File: config.mk
export PLATFORM = sky130hd
export DESIGN_NAME = psp_port
export DESIGN_NICKNAME = d
export VERILOG_FILES = /design/src/core/psp_pkg.sv /design/src/core/psp_port.sv
export SDC_FILE = /design/constraint.sdc
export NUM_CORES = 1
export LEC_CHECK = 0
export BUFFER_PORTS_ARGS = -buffer_cell sky130_fd_sc_hd__buf_2
export CORE_MARGIN = 4
export CORE_UTILIZATION = 51
export DETAILED_ROUTE_END_ITERATION = 10
export PLACE_DENSITY = 0.8
export SYNTH_ARGS = -nofsm -noshare
export SYNTH_HDL_FRONTEND = slang
export SYNTH_SLANG_ARGS = --single-unit
File: constraint.sdc
create_clock -name aclk -period 2.6 [get_ports aclk]
set_input_delay 0.13 -clock aclk [delete_from_list [all_inputs] [get_ports aclk]]
set_output_delay 0.13 -clock aclk [all_outputs]
set_load 0.05 [all_outputs]
File: src/core/psp_pkg.sv
package psp_pkg;

   // ************************************************************
   // Register map (byte addresses)
   // ************************************************************
   localparam logic [7:0] ADDR_CONTROL = 8'h00;
   localparam logic [7:0] ADDR_DATA_PINS = 8'h04;
   localparam logic [7:0] ADDR_DATA_LATCH = 8'h08;
   localparam logic [7:0] ADDR_DATA_DIR = 8'h0C;
   localparam logic [7:0] ADDR_CTRL_PINS = 8'h10;
   localparam logic [7:0] ADDR_CTRL_LATCH = 8'h14;
   localparam logic [7:0] ADDR_CTRL_DIR = 8'h18;
   localparam logic [7:0] ADDR_ANALOG_CFG = 8'h1C;
   localparam logic [7:0] ADDR_IRQ_STATUS = 8'h20;
   localparam logic [7:0] ADDR_IRQ_MASK = 8'h24;
   localparam logic [7:0] ADDR_SYS_MODE = 8'h28;

   // ************************************************************
   // Field positions
   // ************************************************************
   localparam int BIT_IN_FULL = 7;
   localparam int BIT_OUT_FULL = 6;
   localparam int BIT_OVERFLOW = 5;
   localparam int BIT_MODE = 4;
   localparam int BIT_RD = 0;
   localparam int BIT_WR = 1;
   localparam int BIT_CS = 2;
   localparam int IRQ_RD = 0;
   localparam int IRQ_WR = 1;

   // ************************************************************
   // Reset values
   // ************************************************************
   localparam logic [7:0] RST_CONTROL = 8'h00;
   localparam logic [7:0] RST_DIR = 8'hFF;
   localparam logic [7:0] RST_BYTE = 8'h00;
   localparam logic [3:0] RST_ANALOG = 4'h0;
   localparam logic [1:0] RST_IRQ = 2'h0;
   localparam logic RST_MODE = 1'h0;
   localparam logic RST_INT_MEM = 1'h1;
   localparam logic [1:0] RESP_OKAY = 2'b00;
   localparam logic [1:0] RESP_SLVERR = 2'b10;

   typedef struct packed {
      logic cs_n;
      logic wr_n;
      logic rd_n;
   } psp_strobe_type;

endpackage : psp_pkg

File: src/core/psp_port.sv
`timescale 1ns/1ps
module psp_port
#(
   parameter int PORT_W = 8
)
(
   input wire logic aclk,
   input wire logic aresetn,
   input wire logic [7:0] s_axi_awaddr,
   input wire logic s_axi_awvalid,
   output logic s_axi_awready,
   input wire logic [31:0] s_axi_wdata,
   input wire logic [3:0] s_axi_wstrb,
   input wire logic s_axi_wvalid,
   output logic s_axi_wready,
   output logic [1:0] s_axi_bresp,
   output logic s_axi_bvalid,
   input wire logic s_axi_bready,
   input wire logic [7:0] s_axi_araddr,
   input wire logic s_axi_arvalid,
   output logic s_axi_arready,
   output logic [31:0] s_axi_rdata,
   output logic [1:0] s_axi_rresp,
   output logic s_axi_rvalid,
   input wire logic s_axi_rready,
   input wire logic [7:0] data_port_in,
   output logic [7:0] data_port_out,
   output logic [7:0] data_port_oe,
   input wire logic [7:0] control_port_in,
   output logic [7:0] control_port_out,
   output logic [7:0] control_port_oe,
   output logic irq
);

   // ************************************************************
   // Registers
   // ************************************************************
   logic mode_r;
   logic in_full_r;
   logic out_full_r;
   logic ovf_r;
   logic [PORT_W-1:0] in_byte_r;
   logic [PORT_W-1:0] data_latch_r;
   logic [7:0] data_dir_r;
   logic [7:0] ctrl_latch_r;
   logic [7:0] ctrl_dir_r;
   logic [3:0] analog_r;
   logic [1:0] irq_stat_r;
   logic [1:0] irq_mask_r;
   logic int_mem_r;
   logic wr_active_r;
   logic rd_active_r;
   logic [7:0] aw_addr_r;
   logic aw_have_r;
   logic [31:0] w_data_r;
   logic [3:0] w_strb_r;
   logic w_have_r;
   psp_pkg::psp_strobe_type strobe;

   // ************************************************************
   // Elaboration check
   // ************************************************************
   // Host bus and register byte lane are one byte; nothing else is served
   if (PORT_W != 8)
   begin : g_width_check
      $error("psp_port serves a port width of 8 only");
   end

   // ************************************************************
   // Slave port decode
   // ************************************************************
   wire strobes_in = &ctrl_dir_r[2:0];
   wire strobes_dig = &analog_r[2:0];
   wire psp_on = mode_r & int_mem_r & strobes_in & strobes_dig;
   // Strobe pins are all active low; each struct field takes its own control pin
   assign strobe = '{
      cs_n: control_port_in[psp_pkg::BIT_CS],
      wr_n: control_port_in[psp_pkg::BIT_WR],
      rd_n: control_port_in[psp_pkg::BIT_RD]
   };
   wire wr_low = psp_on & ~strobe.cs_n & ~strobe.wr_n;
   wire rd_low = psp_on & ~strobe.cs_n & ~strobe.rd_n;
   wire host_wr = wr_low & ~wr_active_r;
   wire host_rd = rd_low & ~rd_active_r;

   // ************************************************************
   // AXI write path
   // ************************************************************
   wire aw_take = s_axi_awvalid & s_axi_awready;
   wire w_take = s_axi_wvalid & s_axi_wready;
   wire do_wr = aw_have_r & w_have_r & ~s_axi_bvalid;
   wire lane0 = w_strb_r[0];
   wire [7:0] wb = w_data_r[7:0];
   wire wa_ctl = aw_addr_r == psp_pkg::ADDR_CONTROL;
   wire wa_dpin = aw_addr_r == psp_pkg::ADDR_DATA_PINS;
   wire wa_dlat = aw_addr_r == psp_pkg::ADDR_DATA_LATCH;
   wire wa_ddir = aw_addr_r == psp_pkg::ADDR_DATA_DIR;
   wire wa_cpin = aw_addr_r == psp_pkg::ADDR_CTRL_PINS;
   wire wa_clat = aw_addr_r == psp_pkg::ADDR_CTRL_LATCH;
   wire wa_cdir = aw_addr_r == psp_pkg::ADDR_CTRL_DIR;
   wire wa_anl = aw_addr_r == psp_pkg::ADDR_ANALOG_CFG;
   wire wa_ist = aw_addr_r == psp_pkg::ADDR_IRQ_STATUS;
   wire wa_imk = aw_addr_r == psp_pkg::ADDR_IRQ_MASK;
   wire wa_sys = aw_addr_r == psp_pkg::ADDR_SYS_MODE;
   wire wa_ok = wa_ctl | wa_dpin | wa_dlat | wa_ddir | wa_cpin | wa_clat
      | wa_cdir | wa_anl | wa_ist | wa_imk | wa_sys;
   wire we = do_wr & lane0;
   wire we_dlat = we & (wa_dpin | wa_dlat);
   wire we_clat = we & (wa_cpin | wa_clat);

   // ************************************************************
   // AXI read path
   // ************************************************************
   wire rd_take = s_axi_arvalid & s_axi_arready;
   wire [7:0] ra = s_axi_araddr;
   wire ra_ctl = ra == psp_pkg::ADDR_CONTROL;
   wire ra_dpin = ra == psp_pkg::ADDR_DATA_PINS;
   wire ra_dlat = ra == psp_pkg::ADDR_DATA_LATCH;
   wire ra_ddir = ra == psp_pkg::ADDR_DATA_DIR;
   wire ra_cpin = ra == psp_pkg::ADDR_CTRL_PINS;
   wire ra_clat = ra == psp_pkg::ADDR_CTRL_LATCH;
   wire ra_cdir = ra == psp_pkg::ADDR_CTRL_DIR;
   wire ra_anl = ra == psp_pkg::ADDR_ANALOG_CFG;
   wire ra_ist = ra == psp_pkg::ADDR_IRQ_STATUS;
   wire ra_imk = ra == psp_pkg::ADDR_IRQ_MASK;
   wire ra_sys = ra == psp_pkg::ADDR_SYS_MODE;
   wire [7:0] ctl_view = {in_full_r, out_full_r, ovf_r, mode_r, 4'h0};
   // In slave mode the pins view of the data port is the received byte
   wire [7:0] dpin_view = psp_on ? in_byte_r : data_port_in;
   wire [7:0] cpin_view = {5'h00, control_port_in[2:0]};
   logic [7:0] rd_byte;
   always_comb
   begin
      if (ra_ctl)
         rd_byte = ctl_view;
      else if (ra_dpin)
         rd_byte = dpin_view;
      else if (ra_dlat)
         rd_byte = data_latch_r;
      else if (ra_ddir)
         rd_byte = data_dir_r;
      else if (ra_cpin)
         rd_byte = cpin_view;
      else if (ra_clat)
         rd_byte = {5'h00, ctrl_latch_r[2:0]};
      else if (ra_cdir)
         rd_byte = ctrl_dir_r;
      else if (ra_anl)
         rd_byte = {4'h0, analog_r};
      else if (ra_ist)
         rd_byte = {6'h00, irq_stat_r};
      else if (ra_imk)
         rd_byte = {6'h00, irq_mask_r};
      else if (ra_sys)
         rd_byte = {7'h00, int_mem_r};
      else
         rd_byte = 8'h00;
   end
   wire ra_ok = ra_ctl | ra_dpin | ra_dlat | ra_ddir | ra_cpin | ra_clat
      | ra_cdir | ra_anl | ra_ist | ra_imk | ra_sys;
   wire cpu_rd_data = rd_take & ra_dpin & psp_on;

   // ************************************************************
   // Flag next values; hardware set wins over clear
   // ************************************************************
   wire in_full_nxt = host_wr | (in_full_r & ~cpu_rd_data);
   wire out_full_nxt = (we_dlat & psp_on) | (out_full_r & ~host_rd);
   wire ovf_clr = we & wa_ctl & ~wb[psp_pkg::BIT_OVERFLOW];
   wire ovf_nxt = (host_wr & in_full_r) | (ovf_r & ~ovf_clr);
   wire [1:0] ev = {host_wr, host_rd};
   wire [1:0] w1c = (we & wa_ist) ? wb[1:0] : 2'b00;
   wire [1:0] irq_stat_nxt = ev | (irq_stat_r & ~w1c);

   // ************************************************************
   // AXI handshakes
   // ************************************************************
   always_ff @(posedge aclk)
   begin
      if (!aresetn)
      begin
         s_axi_awready <= 1'b1;
         s_axi_wready <= 1'b1;
         aw_have_r <= 1'b0;
         w_have_r <= 1'b0;
         aw_addr_r <= 8'h00;
         w_data_r <= 32'h0000_0000;
         w_strb_r <= 4'h0;
         s_axi_bvalid <= 1'b0;
         s_axi_bresp <= psp_pkg::RESP_OKAY;
      end
      else
      begin
         if (aw_take)
         begin
            aw_addr_r <= s_axi_awaddr;
            aw_have_r <= 1'b1;
            s_axi_awready <= 1'b0;
         end
         if (w_take)
         begin
            w_data_r <= s_axi_wdata;
            w_strb_r <= s_axi_wstrb;
            w_have_r <= 1'b1;
            s_axi_wready <= 1'b0;
         end
         if (do_wr)
         begin
            aw_have_r <= 1'b0;
            w_have_r <= 1'b0;
            s_axi_bvalid <= 1'b1;
            s_axi_bresp <= wa_ok ? psp_pkg::RESP_OKAY : psp_pkg::RESP_SLVERR;
         end
         if (s_axi_bvalid & s_axi_bready)
         begin
            s_axi_bvalid <= 1'b0;
            s_axi_awready <= 1'b1;
            s_axi_wready <= 1'b1;
         end
      end
   end

   always_ff @(posedge aclk)
   begin
      if (!aresetn)
      begin
         s_axi_arready <= 1'b1;
         s_axi_rvalid <= 1'b0;
         s_axi_rdata <= 32'h0000_0000;
         s_axi_rresp <= psp_pkg::RESP_OKAY;
      end
      else if (rd_take)
      begin
         s_axi_arready <= 1'b0;
         s_axi_rvalid <= 1'b1;
         s_axi_rdata <= {24'h00_0000, rd_byte};
         s_axi_rresp <= ra_ok ? psp_pkg::RESP_OKAY : psp_pkg::RESP_SLVERR;
      end
      else if (s_axi_rvalid & s_axi_rready)
      begin
         s_axi_rvalid <= 1'b0;
         s_axi_arready <= 1'b1;
      end
   end

   // ************************************************************
   // Configuration registers
   // ************************************************************
   always_ff @(posedge aclk)
   begin
      if (!aresetn)
      begin
         mode_r <= psp_pkg::RST_MODE;
         data_dir_r <= psp_pkg::RST_DIR;
         ctrl_dir_r <= psp_pkg::RST_DIR;
         ctrl_latch_r <= psp_pkg::RST_BYTE;
         analog_r <= psp_pkg::RST_ANALOG;
         irq_mask_r <= psp_pkg::RST_IRQ;
         int_mem_r <= psp_pkg::RST_INT_MEM;
      end
      else
      begin
         if (we)
         begin
            if (wa_ctl)
               mode_r <= wb[psp_pkg::BIT_MODE];
            else if (wa_ddir)
               data_dir_r <= wb;
            else if (wa_cdir)
               ctrl_dir_r <= wb;
            else if (we_clat)
               ctrl_latch_r <= wb;
            else if (wa_anl)
               analog_r <= wb[3:0];
            else if (wa_imk)
               irq_mask_r <= wb[1:0];
            else if (wa_sys)
               int_mem_r <= wb[0];
         end
      end
   end

   // ************************************************************
   // Slave port state
   // ************************************************************
   always_ff @(posedge aclk)
   begin
      if (!aresetn)
      begin
         in_full_r <= 1'b0;
         out_full_r <= 1'b0;
         ovf_r <= 1'b0;
         in_byte_r <= psp_pkg::RST_BYTE;
         data_latch_r <= psp_pkg::RST_BYTE;
         irq_stat_r <= psp_pkg::RST_IRQ;
      end
      else
      begin
         in_full_r <= in_full_nxt;
         out_full_r <= out_full_nxt;
         ovf_r <= ovf_nxt;
         irq_stat_r <= irq_stat_nxt;
         if (host_wr)
            in_byte_r <= data_port_in;
         if (we_dlat)
            data_latch_r <= wb;
      end
   end

   // ************************************************************
   // Strobe history
   // ************************************************************
   // A host may hold its strobes low for many clocks; only the first
   // cycle of a low pair counts, and a release rearms the detector
   always_ff @(posedge aclk)
   begin
      if (!aresetn)
      begin
         wr_active_r <= 1'b0;
         rd_active_r <= 1'b0;
      end
      else
      begin
         wr_active_r <= wr_low;
         rd_active_r <= rd_low;
      end
   end

   // ************************************************************
   // Pins
   // ************************************************************
   always_ff @(posedge aclk)
   begin
      if (!aresetn)
      begin
         data_port_out <= psp_pkg::RST_BYTE;
         data_port_oe <= 8'h00;
         control_port_out <= psp_pkg::RST_BYTE;
         control_port_oe <= 8'h00;
      end
      else
      begin
         data_port_out <= data_latch_r;
         // Host read drives the latch from one clock after select and read go low until one clock after they rise
         data_port_oe <= psp_on ? {8{rd_low}} : ~data_dir_r;
         control_port_out <= {5'h00, ctrl_latch_r[2:0]};
         control_port_oe <= {5'h00, ~ctrl_dir_r[2:0]};
      end
   end

   // ************************************************************
   // Interrupt
   // ************************************************************
   // Built from the next status so the request rises with its flag;
   // a mask change shows one clock after it is written
   always_ff @(posedge aclk)
   begin
      if (!aresetn)
         irq <= 1'b0;
      else
         irq <= |(irq_stat_nxt & irq_mask_r);
   end

endmodule : psp_port

==> impl_metrics.ini <==
[pwr]
power.switching_mw = 0.8644
p_per_area_nw_per_um2 = 565.1
internal_power_mw = 2.149
power.clock.fraction_pct = 30.4
switching_share_pct = 28.69
ir_worst_vdd_uv = 248.5
seqPwrFrac_pct = 56.6
combinationalPowerShare_pct = 13.1
p_leak_nw = 2.249

[global_route]
grt_usage_pct = 20.17
grt_max_degree = 72
antenna_found_initial = 0
grt_pass1_vias = 3613
grt_overflow = 0
grt_pass1_wl_um = 17800

[final_layout]
final_common_cell = dfxtp_1
fillers = 795
drive_above_1_share_pct = 19.60
final_cell_mix = dfxtp_1, buf_2, nand2_1
stdcell_area_sq_um = 5333
nets = 672
area_growth_pct = 12.84
diodes = 0

[die]
core_region_area_sq_um = 8848
rows = 34
dieArea_sq_um = 10870
floorplan.die.width_um = 104.3
dieHeight_um = 104.3
start_util_pct = 53.41
ios = 149

[logic_synthesis]
synth_edf_count = 0
synth_flop_cell = dfxtp_1
syn-cell-area_sq_um = 4726
ys_seq_elements = 107
synth_top_area_share_pct = 45.33
postSynthCellCount = 521
synth_area_leader_cell = dfxtp_1
seq_area_frac_synth_pct = 45.33
async_flop_share_pct = 0
synth_area_leaders = dfxtp_1, mux2i_1, nand2_1, buf_4, a21boi_0
ys_types = 53
syn_area_per_cell_sq_um = 9.071
ys_warn_count = 0

[worst_setup_path]
cp_slowest_cell = or4_1
cp-start-kind = flip-flop
path_cells = nand4_1, or2_1, or4_1, nand2_1, a21boi_0
path_buf_inv = 0
crit_family = simple AND/OR/NAND/NOR gates
cp.depth = 5
worstPathArrival_ps = 2290
worstSetupPathType = reg2reg
timing.reg2reg.worst_path_depth = 5
critPathCaptureType = flip-flop
max_stage_delay_ps = 670
cp_max_fo = 13
worstPathRequired_ps = 2860

[timing]
maxSlewViolCount = 0
finalCritPeriodShare_pct = 77.93
setup-tns-final_ps = 0
hold_viol = 0
fin_crit_ps = 2026
report.final.setup_viol = 0
max_freq_mhz = 493.5
fin_worst_skew_ps = 10.11
rsz0062_at_grt = no
slew_headroom_pct = 55.32
worst_pin_slew_ps = 670.1

[route]
wl_per_cell_um = 15.41
routed_wl_um = 10940
drt_first_pass_iters = 5
dr_total_vias = 3817
drt-vias-per-instance = 5.376
drc = 0
ant_nets = 0
drt_iter0_drc = 250

[clock_tree]
insertion_delay_ps = 370
numCtsBuffers = 9
cts_resized = 0
clk_pin_slew_ps = 100
ctsHoldBuffers = 8
h-tree-depth = 3
clock_path_buffers = 2
cts_tree = yes
cts_root_buf = clkbuf_8
postCtsSetupRepairBufs = 0
cts_sinks = 107

[placed_design]
place.port_buffers = 80
placed_area_sq_um = 5081
gp_congestion = 0.9061
dp_hpwl_um = 8131

[hold_path]
hp-class = in2reg
hold_depth = 3

[status]
status = complete, no violations

[job]
cap_violations = 0
==> worst min-delay path, delay by kind of cell <==
| kind | cells | cell delay (ps) |
|---|---|---|
| buffers and inverters | 1 | 100 |
| AO/OA/AOI/OAI | 1 | 60 |
| AND/OR/NAND/NOR | 1 | 40 |
==> cell usage after synthesis, drive strengths merged (2+ instances only) <==
library cell / count
mux2: 3
nand3: 17
o221ai: 5
a21oi: 13
buf: 39
nand2b: 5
nor4: 11
or4: 2
mux2i: 43
a21boi: 31
a31oi: 7
nor2b: 23
or3b: 2
or2: 3
nand2: 76
clkbuf: 27
nor3: 11
o211ai: 2
o31ai: 2
a22o: 2
dfxtp: 107
nand4: 3
nor2: 12
inv: 12
o21a: 4
o21ai: 22
and2: 13
o22ai: 3
or3: 2
o221a: 4
==> layout make-up <==
cell class                      instances  area (sq um)  area share [%]
Timing Repair Buffer                   96         553.0           10.37
Sequential cell                       107          2142           40.17
Clock inverter                          4         26.28          0.4927
Multi-Input combinational cell        370          2282           42.80
Tap cell                              108         135.1           2.534
Inverter                               13         48.80          0.9151
Clock buffer                           12         145.1           2.722
==> worst paths after layout <==
check                                     to            start  slack [ps]
worst min-delay path            in_byte_r[1]  data_port_in[1]           8
worst max register to register  in_byte_r[4]    ctrl_dir_r[0]         570
worst max-delay path            in_byte_r[4]    ctrl_dir_r[0]         570
worst min register to register   w_strb_r[0]      w_strb_r[0]         470
==> per-layer routing <==
layer | share of wire, % | global-route usage, % | wire length [um] | up-vias
met5 | 0 | 0 | 0 | -
met4 | 2.2 | 8.832 | 246 | 0
met3 | 6.9 | 3.476 | 755 | 21
met2 | 46 | 32.80 | 5058 | 150
met1 | 45 | 26.26 | 4878 | 1756
li1 | - | - | - | 1890
==> registers in the layout, indices dropped and copies added (netlist names), 4 cells and up <==
register / count
aw_addr_r: 8
in_byte_r: 8
s_axi_rdata: 8
ctrl_dir_r: 8
w_data_r: 8
data_port_out: 8
analog_r: 4
data_latch_r: 8
data_port_oe: 8
data_dir_r: 8
==> kinds of logic after synthesis <==
| kind of cell | after synthesis | synth area share (%) |
|---|---|---|
| AO/OA/AOI/OAI | 101 | 14.59 |
| buffers and inverters | 79 | 9.161 |
| AND/OR/NAND/NOR | 185 | 20.36 |
| multiplexers | 47 | 10.30 |
| other | 1 | 0.07935 |
| flip-flops | 107 | 45.33 |
| XOR/XNOR | 1 | 0.1854 |
==> power by group through the flow <==
stage / clock, mW / combinational [mW] / sequential, mW
global placement: 0 / 0.376 / 1.74
global route: 0.997 / 0.424 / 1.71
CTS: 0.933 / 0.392 / 1.70
floorplan: 0 / 0.299 / 1.77
finish: 0.915 / 0.394 / 1.70
detailed placement: 0 / 0.382 / 1.74
==> through the flow <==
| step | std cells | util [%] | power (mW) | worst slack, ps | hold slack (ps) |
|---|---|---|---|---|---|
| global placement | 686 | 57.42 | 2.116 | 636.3 | 339.8 |
| detailed placement | 686 | 57.42 | 2.124 | 574.3 | 369.6 |
| finish | 710 | 60.27 | 3.013 | 573.8 | 8.055 |
| global route | 710 | 60.27 | 3.132 | 389.2 | 22.84 |
| floorplan | 556 | - | 2.070 | 511.7 | 206.8 |
| CTS | 710 | 60.27 | 3.028 | 551.8 | 1.550 |
Note: power is estimated with default switching activity, not from simulation.
